===== config.mk =====
export PLATFORM = sky130hd
export DESIGN_NAME = tio_master
export DESIGN_NICKNAME = d
export VERILOG_FILES = /design/src/logic/tio_pkg.sv /design/src/logic/tio_stream_if.sv /design/src/logic/tio_fifo2.sv /design/src/logic/tio_outstanding.sv /design/src/logic/tio_master.sv
export VERILOG_INCLUDE_DIRS = /design/src /design/src/logic
export SDC_FILE = /design/constraint.sdc
export NUM_CORES = 1
export LEC_CHECK = 0
export CAP_MARGIN = 25
export CORE_MARGIN = 2
export CORE_UTILIZATION = 50
export DETAILED_ROUTE_END_ITERATION = 8
export DONT_BUFFER_PORTS = 1
export PLACE_DENSITY = 0.79
export SYNTH_ARGS = -nofsm -noshare
export SYNTH_HDL_FRONTEND = slang
export SYNTH_SLANG_ARGS = --single-unit

===== constraint.sdc =====
create_clock -name mclk -period 1.97 [get_ports mclk]
set_input_delay 0.394 -clock mclk [delete_from_list [all_inputs] [get_ports mclk]]
set_output_delay 0.394 -clock mclk [all_outputs]
set_load 0.02 [all_outputs]

===== src/logic/tio_defs.svh =====
// Constants for the ordered-transaction bus master
`ifndef TIO_DEFS_SVH
`define TIO_DEFS_SVH
`define TIO_ID_W         4
`define TIO_ADDR_W       32
`define TIO_DATA_W       32
`define TIO_RESP_W       2
`define TIO_OUT_MAX      8
`define TIO_CNT_W        4
`define TIO_WR_INTLV     1
`define TIO_FIFO_DEPTH   2
`define TIO_FIFO_PTR_W   1
`define TIO_FIFO_CNT_W   2
`endif


===== src/logic/tio_pkg.sv =====
// Types shared by the ordered-transaction bus master
package tio_pkg;
    typedef enum logic [2:0] {
        TIO_ST_IDLE = 3'h0,
        TIO_ST_HOLD = 3'h1,
        TIO_ST_AW   = 3'h2,
        TIO_ST_W    = 3'h3,
        TIO_ST_AR   = 3'h4
    } tio_state_t;
endpackage


===== src/logic/tio_stream_if.sv =====
// Valid/ready word stream between the master and its buffer
`timescale 1ns/100ps
`default_nettype none
interface tio_stream_if #(parameter int W = 8);
    logic         valid;
    logic         ready;
    logic [W-1:0] data;
    modport src (output valid, output data, input ready);
    modport snk (input valid, input data, output ready);
endinterface
`default_nettype wire


===== src/logic/tio_fifo2.sv =====
// Two-entry buffer with registered valid and ready
`include "tio_defs.svh"
`timescale 1ns/100ps
`default_nettype none
module tio_fifo2 #(
    parameter int W = 8
) (
    input  wire logic mclk,
    input  wire logic sys_rst,
    tio_stream_if.snk in_s,
    tio_stream_if.src out_s
);
    logic [W-1:0]               mem_reg [`TIO_FIFO_DEPTH];
    logic [`TIO_FIFO_PTR_W-1:0] wr_ptr_reg, wr_ptr_next;
    logic [`TIO_FIFO_PTR_W-1:0] rd_ptr_reg, rd_ptr_next;
    logic [`TIO_FIFO_CNT_W-1:0] cnt_reg, cnt_next;
    logic                       push, pop;

    assign push = in_s.valid && in_s.ready;
    assign pop  = out_s.valid && out_s.ready;
    assign out_s.data = mem_reg[rd_ptr_reg];

    // Pointer and fill count; ready and valid come from the count register
    always_comb begin
        wr_ptr_next = wr_ptr_reg + `TIO_FIFO_PTR_W'(push);
        rd_ptr_next = rd_ptr_reg + `TIO_FIFO_PTR_W'(pop);
        cnt_next    = cnt_reg + `TIO_FIFO_CNT_W'(push) - `TIO_FIFO_CNT_W'(pop);
    end

    always_ff @(posedge mclk) begin
        if (sys_rst) begin
            wr_ptr_reg <= '0;
            rd_ptr_reg <= '0;
            cnt_reg    <= '0;
        end else begin
            wr_ptr_reg <= wr_ptr_next;
            rd_ptr_reg <= rd_ptr_next;
            cnt_reg    <= cnt_next;
        end
    end

    // Storage needs no reset; valid guards it
    always_ff @(posedge mclk) begin
        if (push) begin
            mem_reg[wr_ptr_reg] <= in_s.data;
        end
    end

    assign in_s.ready  = (cnt_reg != `TIO_FIFO_CNT_W'(`TIO_FIFO_DEPTH));
    assign out_s.valid = (cnt_reg != '0);
endmodule
`default_nettype wire


===== src/logic/tio_outstanding.sv =====
// Counter of issued but not yet completed transactions
`timescale 1ns/100ps
`default_nettype none
module tio_outstanding #(
    parameter int CNT_W = 4,
    parameter int MAX   = 8
) (
    input  wire logic             mclk,
    input  wire logic             sys_rst,
    input  wire logic             inc,
    input  wire logic             dec,
    output var  logic [CNT_W-1:0] count,
    output var  logic             busy,
    output var  logic             full
);
    logic [CNT_W-1:0] cnt_reg, cnt_next;

    // Issue and completion in one cycle cancel out
    always_comb begin
        cnt_next = cnt_reg + CNT_W'(inc) - CNT_W'(dec);
    end

    always_ff @(posedge mclk) begin
        if (sys_rst) begin
            cnt_reg <= '0;
        end else begin
            cnt_reg <= cnt_next;
        end
    end

    assign count = cnt_reg;
    assign busy  = (cnt_reg != '0);
    assign full  = (cnt_reg >= CNT_W'(MAX));
endmodule
`default_nettype wire


===== src/logic/tio_master.sv =====
// Bus master issuing ID-tagged reads and writes with ordering control
//
// Contract
// - Other masters' transactions are unordered with ours.
// - Different IDs from us need no ordering.
// - Different-ID read beats may interleave.
// - Write data follows write address order.
// - Legacy interleave only when slave depth exceeds one.
// - Reads and writes are mutually unordered.
// - Hold dependent transaction until earlier completes.
// - Write completes only on its response.
// - Master IDs up to four bits.
// - Single-stream master may tie IDs constant.
// - One write's data beats go consecutively.
// - Write interleave depth configured to one.
// - Write data ID derived from address ID.
`include "tio_defs.svh"
`timescale 1ns/100ps
`default_nettype none
module tio_master
    import tio_pkg::*;
#(
    parameter int ID_W          = `TIO_ID_W,
    parameter int ADDR_W        = `TIO_ADDR_W,
    parameter int DATA_W        = `TIO_DATA_W,
    parameter int OUT_MAX       = `TIO_OUT_MAX,
    parameter bit SINGLE_STREAM = 1'b0,
    parameter int WR_INTLV      = `TIO_WR_INTLV
) (
    input  wire logic              mclk,
    input  wire logic              sys_rst,
    input  wire logic              cmd_valid,
    output var  logic              cmd_ready,
    input  wire logic              cmd_write,
    input  wire logic              cmd_ordered,
    input  wire logic [ID_W-1:0]   cmd_id,
    input  wire logic [ADDR_W-1:0] cmd_addr,
    input  wire logic [DATA_W-1:0] cmd_data,
    output var  logic              rsp_valid,
    input  wire logic              rsp_ready,
    output var  logic [ID_W-1:0]   rsp_id,
    output var  logic [DATA_W-1:0] rsp_data,
    output var  logic [`TIO_RESP_W-1:0] rsp_resp,
    output var  logic              rsp_last,
    output var  logic              wr_done,
    output var  logic [ID_W-1:0]   wr_done_id,
    output var  logic [`TIO_RESP_W-1:0] wr_done_resp,
    output var  logic              awvalid,
    input  wire logic              awready,
    output var  logic [ID_W-1:0]   awid,
    output var  logic [ADDR_W-1:0] awaddr,
    output var  logic              wvalid,
    input  wire logic              wready,
    output var  logic [ID_W-1:0]   wid,
    output var  logic [DATA_W-1:0] wdata,
    output var  logic              wlast,
    input  wire logic              bvalid,
    output var  logic              bready,
    input  wire logic [ID_W-1:0]   bid,
    input  wire logic [`TIO_RESP_W-1:0] bresp,
    output var  logic              arvalid,
    input  wire logic              arready,
    output var  logic [ID_W-1:0]   arid,
    output var  logic [ADDR_W-1:0] araddr,
    input  wire logic              rvalid,
    output var  logic              rready,
    input  wire logic [ID_W-1:0]   rid,
    input  wire logic [DATA_W-1:0] rdata,
    input  wire logic [`TIO_RESP_W-1:0] rresp,
    input  wire logic              rlast
);
    localparam int RW = ID_W + DATA_W + `TIO_RESP_W + 1;

    tio_state_t        state_reg, state_next;
    logic              write_reg, write_next;
    logic              ord_reg, ord_next;
    logic [ID_W-1:0]   id_reg, id_next;
    logic [ADDR_W-1:0] addr_reg, addr_next;
    logic [DATA_W-1:0] data_reg, data_next;
    logic              awvalid_reg, awvalid_next;
    logic              wvalid_reg, wvalid_next;
    logic              arvalid_reg, arvalid_next;
    logic              cmd_ready_reg, cmd_ready_next;
    logic              bready_reg, bready_next;
    logic              wr_done_reg, wr_done_next;
    logic [ID_W-1:0]   wr_done_id_reg, wr_done_id_next;
    logic [`TIO_RESP_W-1:0] wr_done_resp_reg, wr_done_resp_next;
    logic              aw_hs, w_hs, b_hs, ar_hs, r_hs, r_end;
    logic              hold_cond;
    logic [`TIO_CNT_W-1:0] wr_cnt, rd_cnt;
    logic              wr_busy, rd_busy, wr_full, rd_full;

    tio_stream_if #(.W(RW)) rd_in ();
    tio_stream_if #(.W(RW)) rd_out ();

    assign aw_hs = awvalid_reg && awready;
    assign w_hs  = wvalid_reg && wready;
    assign b_hs  = bvalid && bready_reg;
    assign ar_hs = arvalid_reg && arready;
    assign r_hs  = rvalid && rd_in.ready;
    // A read completes only with its last beat
    assign r_end = r_hs && rlast;

    tio_outstanding #(.CNT_W(`TIO_CNT_W), .MAX(OUT_MAX)) u_wr_out (
        .mclk    (mclk),
        .sys_rst (sys_rst),
        .inc     (aw_hs),
        .dec     (b_hs),
        .count   (wr_cnt),
        .busy    (wr_busy),
        .full    (wr_full)
    );

    tio_outstanding #(.CNT_W(`TIO_CNT_W), .MAX(OUT_MAX)) u_rd_out (
        .mclk    (mclk),
        .sys_rst (sys_rst),
        .inc     (ar_hs),
        .dec     (r_end),
        .count   (rd_cnt),
        .busy    (rd_busy),
        .full    (rd_full)
    );

    // any-ID beats buffered in arrival order; a stall loses none
    assign rd_in.valid = rvalid;
    assign rd_in.data  = {rid, rdata, rresp, rlast};
    assign rd_out.ready = rsp_ready;

    tio_fifo2 #(.W(RW)) u_rd_buf (
        .mclk    (mclk),
        .sys_rst (sys_rst),
        .in_s    (rd_in),
        .out_s   (rd_out)
    );

    always_comb begin
        if (write_reg) begin
            hold_cond = wr_full || (ord_reg && rd_busy);
        end else begin
            hold_cond = rd_full || (ord_reg && wr_busy);
        end
    end

    // one transaction at a time, never interleaved
    always_comb begin
        state_next   = state_reg;
        write_next   = write_reg;
        ord_next     = ord_reg;
        id_next      = id_reg;
        addr_next    = addr_reg;
        data_next    = data_reg;
        awvalid_next = awvalid_reg;
        wvalid_next  = wvalid_reg;
        arvalid_next = arvalid_reg;
        case (state_reg)
            TIO_ST_IDLE: begin
                if (cmd_valid && cmd_ready_reg) begin
                    write_next = cmd_write;
                    ord_next   = cmd_ordered;
                    // four-bit IDs, single stream ties low
                    id_next    = SINGLE_STREAM ? '0 : cmd_id;
                    addr_next  = cmd_addr;
                    data_next  = cmd_data;
                    state_next = TIO_ST_HOLD;
                end
            end
            TIO_ST_HOLD: begin
                if (!hold_cond) begin
                    if (write_reg) begin
                        awvalid_next = 1'b1;
                        state_next   = TIO_ST_AW;
                    end else begin
                        arvalid_next = 1'b1;
                        state_next   = TIO_ST_AR;
                    end
                end
            end
            TIO_ST_AW: begin
                if (awready) begin
                    awvalid_next = 1'b0;
                    wvalid_next  = 1'b1;
                    state_next   = TIO_ST_W;
                end
            end
            TIO_ST_W: begin
                if (wready) begin
                    wvalid_next = 1'b0;
                    state_next  = TIO_ST_IDLE;
                end
            end
            TIO_ST_AR: begin
                if (arready) begin
                    arvalid_next = 1'b0;
                    state_next   = TIO_ST_IDLE;
                end
            end
            default: begin
                awvalid_next = 1'b0;
                wvalid_next  = 1'b0;
                arvalid_next = 1'b0;
                state_next   = TIO_ST_IDLE;
            end
        endcase
        cmd_ready_next = (state_next == TIO_ST_IDLE);
    end

    // Write response reporting; responses are always accepted
    always_comb begin
        bready_next       = 1'b1;
        wr_done_next      = b_hs;
        wr_done_id_next   = b_hs ? bid : wr_done_id_reg;
        wr_done_resp_next = b_hs ? bresp : wr_done_resp_reg;
    end

    always_ff @(posedge mclk) begin
        if (sys_rst) begin
            state_reg        <= TIO_ST_IDLE;
            write_reg        <= 1'b0;
            ord_reg          <= 1'b0;
            id_reg           <= '0;
            addr_reg         <= '0;
            data_reg         <= '0;
            awvalid_reg      <= 1'b0;
            wvalid_reg       <= 1'b0;
            arvalid_reg      <= 1'b0;
            cmd_ready_reg    <= 1'b0;
            bready_reg       <= 1'b0;
            wr_done_reg      <= 1'b0;
            wr_done_id_reg   <= '0;
            wr_done_resp_reg <= '0;
        end else begin
            state_reg        <= state_next;
            write_reg        <= write_next;
            ord_reg          <= ord_next;
            id_reg           <= id_next;
            addr_reg         <= addr_next;
            data_reg         <= data_next;
            awvalid_reg      <= awvalid_next;
            wvalid_reg       <= wvalid_next;
            arvalid_reg      <= arvalid_next;
            cmd_ready_reg    <= cmd_ready_next;
            bready_reg       <= bready_next;
            wr_done_reg      <= wr_done_next;
            wr_done_id_reg   <= wr_done_id_next;
            wr_done_resp_reg <= wr_done_resp_next;
        end
    end

    assign cmd_ready    = cmd_ready_reg;
    assign awvalid      = awvalid_reg;
    assign awid         = id_reg;
    assign awaddr       = addr_reg;
    assign wvalid       = wvalid_reg;
    // write data ID from address ID
    assign wid          = id_reg;
    assign wdata        = data_reg;
    // Every write is a single beat, so last marks every beat
    assign wlast        = wvalid_reg;
    assign arvalid      = arvalid_reg;
    assign arid         = id_reg;
    assign araddr       = addr_reg;
    assign bready       = bready_reg;
    assign rready       = rd_in.ready;
    assign wr_done      = wr_done_reg;
    assign wr_done_id   = wr_done_id_reg;
    assign wr_done_resp = wr_done_resp_reg;
    assign rsp_valid    = rd_out.valid;
    assign {rsp_id, rsp_data, rsp_resp, rsp_last} = rd_out.data;
endmodule
`default_nettype wire


* Word-level counts from Yosys, hierarchy flattened
Memory sizes are Yosys's and may differ from the RTL's. A register that Yosys moved wholly into a read port is not among the register bits. Index checks and enable logic that the tools add are counted. Widths: inputs -> output; s select.
Word-level totals: bits in registers 97, latch bits 0, RAM bits 78, memory bits (read-only) 0, input bits 124, output and inout port bits 162, logic and storage cells 90, memories 1
Memories:
- u_rd_buf.mem_reg | words 2, width 39, read ports 1, clocked after memory_dff 1, wr ports 1, line tio_fifo2.sv:13 | logic [W-1:0] mem_reg [`TIO_FIFO_DEPTH];
Cells by class: $add $sub $neg 8, multiply operators 0, divide/modulo/power cells 0, magnitude comparators 2, equal/unequal tests 11, shift operators 0, mux-type cells 23, bitwise logic cells 3, reductions and logical operators 23
Operators with widths (count):
- $mux 3 | 6
- $pmux 3 s5 | 1
- $ne 2x2->1 const B | 7
- $mux 1 | 13
- $logic_and 1x1->1 | 9
- $pmux 1 s3 | 3
- $reduce_or 3->1 | 3
- $add 4x1->4 | 2
- $ge 4x4->1 const B | 2
- $reduce_and 4->1 | 2
- $reduce_bool 4->1 | 2
- $sub 4x1->4 | 2
- $eq 3x2->1 const B | 2
- $logic_not 3->1 | 2
- $eq 3x1->1 const B | 1
- $eq 3x3->1 const B | 1
- $not 1->1 | 3
- $reduce_and 3->1 | 1
- $add 1x1->1 | 2
- $add 2x1->2 | 1
- $logic_or 1x1->1 | 2
- $reduce_and 2->1 | 1
- $reduce_bool 2->1 | 1
- $sub 2x1->2 | 1

* Longest topological paths before layout
Gate-level depths: netlist of the first run.
depth in word-level cells 7, depth in mapped cells 10, depth with buffers taken out 10

* Cells and area by module
Synthesis of the first run repeated with hierarchy kept, for this count alone.
Unflattened totals: cells, all modules 640, area, all modules 7033.0 sq um
Modules (own cells, without submodules):
- tio_master | times used 1, cells an instance 428, area each 3435.8 sq um, seq. area each 1701.6 sq um
- tio_fifo2 | times used 1, cells an instance 148, area each 3044.2 sq um, seq. area each 2422.3 sq um
- tio_outstanding | times used 2, cells an instance 32, area each 276.5 sq um, seq. area each 80.1 sq um

* Least setup slack after synthesis of the first run
No wires, ideal clock.
path kind register to register, start register u_rd_buf.cnt_reg[0], end memory u_rd_buf.mem_reg[1][0] (netlist name) (enable), setup time 400 ps, arrival time 1735 ps, data required time 1570 ps, slack -165 ps, cell stages (with the launch flop) 5, buffers on the path 0, clock period less this slack 2135 ps, cells stage by stage dfxtp_1 -> inv_1 -> nand2_1 -> and2_1 -> ha_1
On the way: cells in the longest elaborated chain, start to end 4
RTL lines:
- from (decl) | line tio_fifo2.sv:16 | logic [`TIO_FIFO_CNT_W-1:0] cnt_reg, cnt_next;
- from (signal assigned) | line tio_fifo2.sv:38 | cnt_reg <= cnt_next;
- $ne 2x2->1 | line tio_fifo2.sv:49 | assign in_s.ready = (cnt_reg != `TIO_FIFO_CNT_W'(`TIO_FIFO_DEPTH));
- named net rready | line tio_master.sv:66 | output var logic rready,
- $logic_and 1x1->1 | line tio_fifo2.sv:19 | assign push = in_s.valid && in_s.ready;
- $mux 1 | line tio_fifo2.sv:44 | if (push) begin
- $mux 1 (implied by the code) | line tio_fifo2.sv:45 | mem_reg[wr_ptr_reg] <= in_s.data;
- to (decl) | line tio_fifo2.sv:13
The timed path passes the listed nets, and every way through them passes these cells.

* Worst setup path after layout of the first run
start register u_rd_buf.cnt_reg[0], end register u_rd_out.cnt_reg[2] (netlist: u_rd_out.count[2])
On the way: cells in the longest elaborated chain, start to end 4
RTL lines:
- $ne 2x2->1 | line tio_fifo2.sv:49
- $logic_and 1x1->1 | line tio_master.sv:100 | assign r_hs = rvalid && rd_in.ready;
- $logic_and 1x1->1 | line tio_master.sv:102 | assign r_end = r_hs && rlast;
- $sub 4x1->4 | line tio_outstanding.sv:20 | cnt_next = cnt_reg + CNT_W'(inc) - CNT_W'(dec);
- to (signal assigned) | line tio_outstanding.sv:27 | cnt_reg <= cnt_next;
- to (decl) | line tio_outstanding.sv:16 | logic [CNT_W-1:0] cnt_reg, cnt_next;
Every way passes these cells. A chain may end at the register's enable or synchronous reset.

==> impl_results.md, run 1 <==
* Die Y at 122 microns
* Pleak at 2.60 nW
* First-pass GRT wire length at 20600 microns
* Largest net degree at the start of global routing at 95
* Cts hold-fix bufs at 0
* Final Hold Vio Count at 0
* Via density at 5.37
* CTS HTree Levels at 4
* Placer Congestion at 0.858
* Initial antenna violation count at 0
* N_diodes at 0
* Total power at 9.99 mW
* Clk_lat worst skew at 410 ps
* IO buf count at 0
* Final #Nets at 727
* Least-Margin Pin Slew at 684 ps
* Row Count at 43
* Critical path peak fanout at 2
* Final setup violation count at 0
* Final ANT Viol Nets at 0
* RR Endpoint: u_rd_out.count[2]$_SDFF_PP0_
* Status: finished clean
* List of most frequent post-synthesis cells: nand2_1, dfxtp_1, a21oi_1
* Tmin final at 1880 ps
* Worst R2R Start: u_rd_buf.cnt_reg[0]$_SDFF_PP0_
* TritonCTS clock tree: built
* Maximum vdd ir drop at 0.576 mV
* WHS Endpoint: araddr[30]$_SDFFE_PP0P_
* Initial drt markers at 194
* Post-Syn Nets at 768
* Instance count of the mapped netlist at 626
* Area grow syn2layout at 6.81%
* Setup bufs post-CTS at 0
* Asr flop ratio synth at 0%
* Number of global-route vias before repair at 3886
* Drt first pass iters at 5
* Post-route DRC at 0
* DP Wirelength at 10200 microns
* Rel. slew slack at 54.3%
* Worst Hold Depth at 1
* Initial Util at 50.8%
* PD cells at 1340 mW/mm^2
* Post-synth EDFFs at 78
* Die Footprint at 0.0149 sq mm
* Warnings from Yosys at 0
* Root Buffer: clkbuf_16
* Die width at 122 microns
* Core box area at 0.0137 sq mm
* HP Class: in -> reg
* CP Launch Type: register
* Ys flop type: dfxtp_1
* Max-cap violations at 0
* CP Class: reg -> reg
* Largest register FFs at 78
* Yosys top cell area share at 33.6%
* Period utilization at 95.6%
* Area contributors post-synth: edfxtp_1, dfxtp_1, nand2_1
* Longest Clk Path Bufs at 2
* IO Pins at 286
* Overall routing resource usage at 18.5%
* Reg2reg setup slack at 90 ps
* CP arrival at 2180 ps
* Num CTS Buffers at 17
* Most common cell in the synthesized netlist: nand2_1
* Post-synth top area cell: edfxtp_1
* Final Core Density at 54.2%
* Worst hold start: sys_rst
* Via Count at 4175
* Reg clk slew, reported paths at 60 ps
* Grt total ovfl at 0
* Yosys cell types at 40
* Drt wl/cell at 18.6 microns
* WP data required at 2270 ps
* Layout cells sized above 1 at 15.7%
* Sequential fraction of the synthesis area at 61.5%
* Yosys reg bits at 175
* CTS sink cnt at 175
* Slew Limit Fails at 0
* Syn Area/Cell at 11.1 sq um
* Reg2reg path depth at 10
* FMAX at 0.531 GHz
* Final wirelength at 14500 microns
* Nature of the critical path endpoint: register
* Post-Syn Area at 0.00697 sq mm
* Clock skew at 8.56 ps
-- power by group --
group	leakage, nW	switching, mW	total [mW]	internal [mW]
sequential	1.52	0.439	4.73	4.29
combinational	0.806	1.25	2.03	0.786
clock	0.274	1.35	3.23	1.88
total	2.60	3.03	9.99	6.96
-- stage by stage --
step | instance area [sq um] | hold WS (ps) | std cells | setup slack (ps) | setup TNS [ps]
CTS | 7430 | 21.7 | 778 | 77.2 | 0
global route | 7440 | 12.4 | 778 | -16.3 | -16.3
finish | 7440 | 47.0 | 778 | 86.5 | 0
floorplan | 6970 | 482 | 626 | -165 | -12860
detailed placement | 6860 | 471 | 746 | 103 | 0
global placement | 6860 | 469 | 746 | 161 | 0
-- layout by cell type (no fill, tap or decap), types with 3 or more instances in the layout --
cell,n
dfxtp_1,95
xnor2_1,4
xor2_1,3
nand2_1,157
clkbuf_16,17
o21ai_0,5
mux2_2,39
ha_1,13
nor2b_1,5
and2_1,4
nand2b_1,3
edfxtp_1,78
a21oi_1,83
inv_1,20
buf_12,5
nor2_1,15
clkbuf_1,3
ha_2,3
buf_4,7
-- worst max-delay path: stages, from the launching register on --
cell and delay (ps):
dfxtp_1 300, inv_1 90, nand2_2 70, and3_4 180
ha_1 260, inv_1 60, ha_2 170, inv_1 50
fa_1 370, xor2_1 150, nor2_1 60
-- layout make-up --
type	count	area [sq um]
fill	1179	6280
sequential	175	4290
multi-input combinational	359	2130
clock buffer	20	437
tap	180	225
timing repair buffer	12	153
clock inverter	12	135
inverter	20	75.1
-- timing repair --
action | 4_1_cts | 5_1_grt
hold endpoints to repair | 0 | 0
resized for setup | 0 | 4
setup endpoints to repair | 0 | 2
-- logic make-up after synthesis --
| kind of cell | share of synthesized area [%] |
|---|---|
| muxes | 6.30 |
| adders and majority gates | 3.45 |
| DFF | 61.5 |
| buffers and inverters | 8.26 |
| AOI/OAI and AO/OA | 7.70 |
| xor gates and xnor gates | 0.880 |
| and+or+nand+nor | 11.9 |
-- metal layers --
metal | GRT usage [%] | part of all wire, % | vias to the layer above | wire length (microns)
li1 | - | - | 1983 | -
met1 | 20.3 | 36 | 1939 | 5240
met2 | 31.8 | 51 | 234 | 7400
met3 | 8.57 | 11 | 19 | 1650
met4 | 6.25 | 1.3 | 0 | 192
met5 | 0 | 0 | - | 0
-- worst max-delay path by stage --
stage | from | to | slack (ps) | cells past startpoint
2_1_floorplan | u_rd_buf.cnt_reg[0]$_SDFF_PP0_ | u_rd_buf.mem_reg[1][0]$_DFFE_PP_ | -160 | 4
3_3_place_gp | bvalid | u_wr_out.count[2]$_SDFF_PP0_ | 160 | 9
3_5_place_dp | u_rd_buf.cnt_reg[1]$_SDFF_PP0_ | u_rd_out.count[2]$_SDFF_PP0_ | 100 | 9
4_1_cts | u_rd_buf.cnt_reg[1]$_SDFF_PP0_ | u_rd_out.count[2]$_SDFF_PP0_ | 80 | 9
5_1_grt | u_rd_buf.cnt_reg[0]$_SDFF_PP0_ | u_rd_out.count[2]$_SDFF_PP0_ | -20 | 10
6_report | u_rd_buf.cnt_reg[0]$_SDFF_PP0_ | u_rd_out.count[2]$_SDFF_PP0_ | 90 | 10
Note: power is estimated with default switching activity, not from simulation.
==> run 2: changes to the inputs <==
--- a/config.mk
+++ b/config.mk
@@ -11,6 +11,7 @@
 export CORE_UTILIZATION = 50
 export DETAILED_ROUTE_END_ITERATION = 8
 export DONT_BUFFER_PORTS = 1
+export MAX_ROUTING_LAYER = met4
 export PLACE_DENSITY = 0.79
 export SYNTH_ARGS = -nofsm -noshare
 export SYNTH_HDL_FRONTEND = slang
==> impl_results.md, run 2 (synthesis gave the netlist of run 1 again) <==
* Status: finished clean
* CP arrival at 2190 ps (about the same)
* Reg2reg path depth at 10 (unchanged)
* Area grow syn2layout at 6.81% (unchanged)
* Final Core Density at 54.2% (unchanged)
* Fillcell total at 1179 (unchanged)
* Die width at 122 microns (unchanged)
* Top Usage Layer GRT: met2
* Num CTS Buffers at 17 (unchanged)
* Final setup violation count at 0 (unchanged)
* Clock skew at 10.8 ps (+2.19 ps)
* Cts hold-fix bufs at 0 (unchanged)
* Post-route DRC at 0 (unchanged)
* Drt wl/cell at 18.6 microns (-0.26%)
* TritonCTS clock tree: built
* First-pass GRT wire length at 20500 microns (-0.20%)
* Overall routing resource usage at 19.1% (+0.57 points)
* Die Y at 122 microns (unchanged)
* Max-cap violations at 0 (unchanged)
* Crit-path slowest cell: fa_1
* Placer Congestion at 0.871 (+1.6%)
* Non-filler cells, final at 778 (unchanged)
* Worst path max stage delay at 370 ps (about the same)
* PD cells at 1340 mW/mm^2 (about the same)
* Initial antenna violation count at 0 (unchanged)
* FMAX at 0.532 GHz (+0.13%)
* Crit path buf inv count at 3 (unchanged)
* Final ANT Viol Nets at 0 (unchanged)
* HP Class: in -> reg
* IO Pins at 286 (unchanged)
* Rel. slew slack at 54.7% (+0.40 points)
* Clk_lat worst skew at 420 ps (about the same)
* Reg clk slew, reported paths at 60 ps (about the same)
* Most common cell after layout, fill and taps aside: nand2_1
* Commonest cells after routing, fill and taps aside: nand2_1, dfxtp_1, a21oi_1, edfxtp_1, mux2_2
* M2 GR Usage at 32.0% (+0.17 points)
* Maximum vdd ir drop at 0.574 mV (-0.23%)
* Root Buffer: clkbuf_16
* N_diodes at 0 (unchanged)
* Pleak at 2.60 nW (unchanged)
* Drt first pass iters at 4 (-1)
* WP data required at 2280 ps (about the same)
* DP Wirelength at 10200 microns (unchanged)
* Least-Margin Pin Slew at 678 ps (-5.93 ps)
* Via Count at 4197 (+0.53%)
* Row Count at 43 (unchanged)
* CP Class: reg -> reg
* Core box area at 0.0137 sq mm (unchanged)
* Levels on crit path at 10 (unchanged)
* Die Footprint at 0.0149 sq mm (unchanged)
* Most Frequent Cell on Critical Path: inv_1
* IO buf count at 0 (unchanged)
* CTS sink cnt at 175 (unchanged)
* Total power at 9.98 mW (about the same)
* Final #Nets at 727 (unchanged)
* Initial drt markers at 183 (-5.7%)
* Grt total ovfl at 0 (unchanged)
* Via density at 5.39 (+0.53%)
* Setup bufs post-CTS at 0 (unchanged)
* Worst path cell trace: inv_1 -> nand2_2 -> and3_4 -> ha_1 -> inv_1 -> ha_2 -> inv_1 -> fa_1 -> xor2_1 -> nor2_1
* Largest register FFs at 78 (unchanged)
* Final wirelength at 14400 microns (-0.26%)
* Critical path peak fanout at 2 (unchanged)
* Largest net degree at the start of global routing at 95 (unchanged)
* Final Hold Vio Count at 0 (unchanged)
* CP Launch Type: register
* Min Hold Slack at 36.3 ps (-10.7 ps)
* Number of global-route vias before repair at 3886 (unchanged)
* Slew Limit Fails at 0 (unchanged)
* Period utilization at 95.5% (-0.12 points)
* Sum Neg Setup Slack at 0 ps (unchanged)
* Longest Clk Path Bufs at 2 (unchanged)
* GR Util met3 at 8.29% (-0.28 points)
* Tmin final at 1880 ps (-2.40 ps)
* Placed cell count at 746 (unchanged)
* Worst Hold Depth at 1 (unchanged)
* CTS HTree Levels at 4 (unchanged)
* Resized cells post-CTS at 0 (unchanged)
* Layout cells sized above 1 at 15.7% (unchanged)
* Initial Util at 50.8% (unchanged)
* Nature of the critical path endpoint: register
* GR Util met1 at 20.4% (+0.091 points)
* Crit path max-delay family: adder cells
-- run 2: cell type report --
class / count / area [sq um] / area share, %
Clock buffer: 20 / 437 / 5.87
Clock inverter: 12 / 135 / 1.82
Inverter: 20 / 75.1 / 1.01
Multi-Input combinational cell: 359 / 2130 / 28.6
Sequential cell: 175 / 4290 / 57.6
Tap cell: 180 / 225 / 3.03
Timing Repair Buffer: 12 / 153 / 2.05
-- run 2: worst paths after layout --
check,to,startpoint,slack (ps)
hold / removal,write_reg$_SDFFE_PP0P_,sys_rst,40
hold reg to reg,ord_reg$_SDFFE_PP0P_,ord_reg$_SDFFE_PP0P_,540
setup reg to reg,u_rd_out.count[2]$_SDFF_PP0_,u_rd_buf.cnt_reg[0]$_SDFF_PP0_,90
setup / recovery,u_rd_out.count[2]$_SDFF_PP0_,u_rd_buf.cnt_reg[0]$_SDFF_PP0_,90
-- run 2: power by group --
part / total (mW) / switching [mW] / leakage, nW / internal, mW
Combinational: 2.03 / 1.24 / 0.806 / 0.786
Clock: 3.22 / 1.34 / 0.274 / 1.88
Sequential: 4.73 / 0.439 / 1.52 / 4.29
-- run 2: layer usage --
layer / share of wire [%] / up-vias / wire length, microns
li1: - / 1984 / -
met3: 11 / 15 / 1620
met2: 52 / 227 / 7480
met1: 36 / 1971 / 5170
met5: 0 / - / 0
met4: 1.2 / 0 / 169
-- run 2: through the flow --
stage,cell area [sq um],worst slack (ps)
after detailed placement,6860,103
after floorplan,6970,-165
final,7440,88.9
after CTS,7430,77.2
after global routing,7440,-16.1
after global placement,6860,161
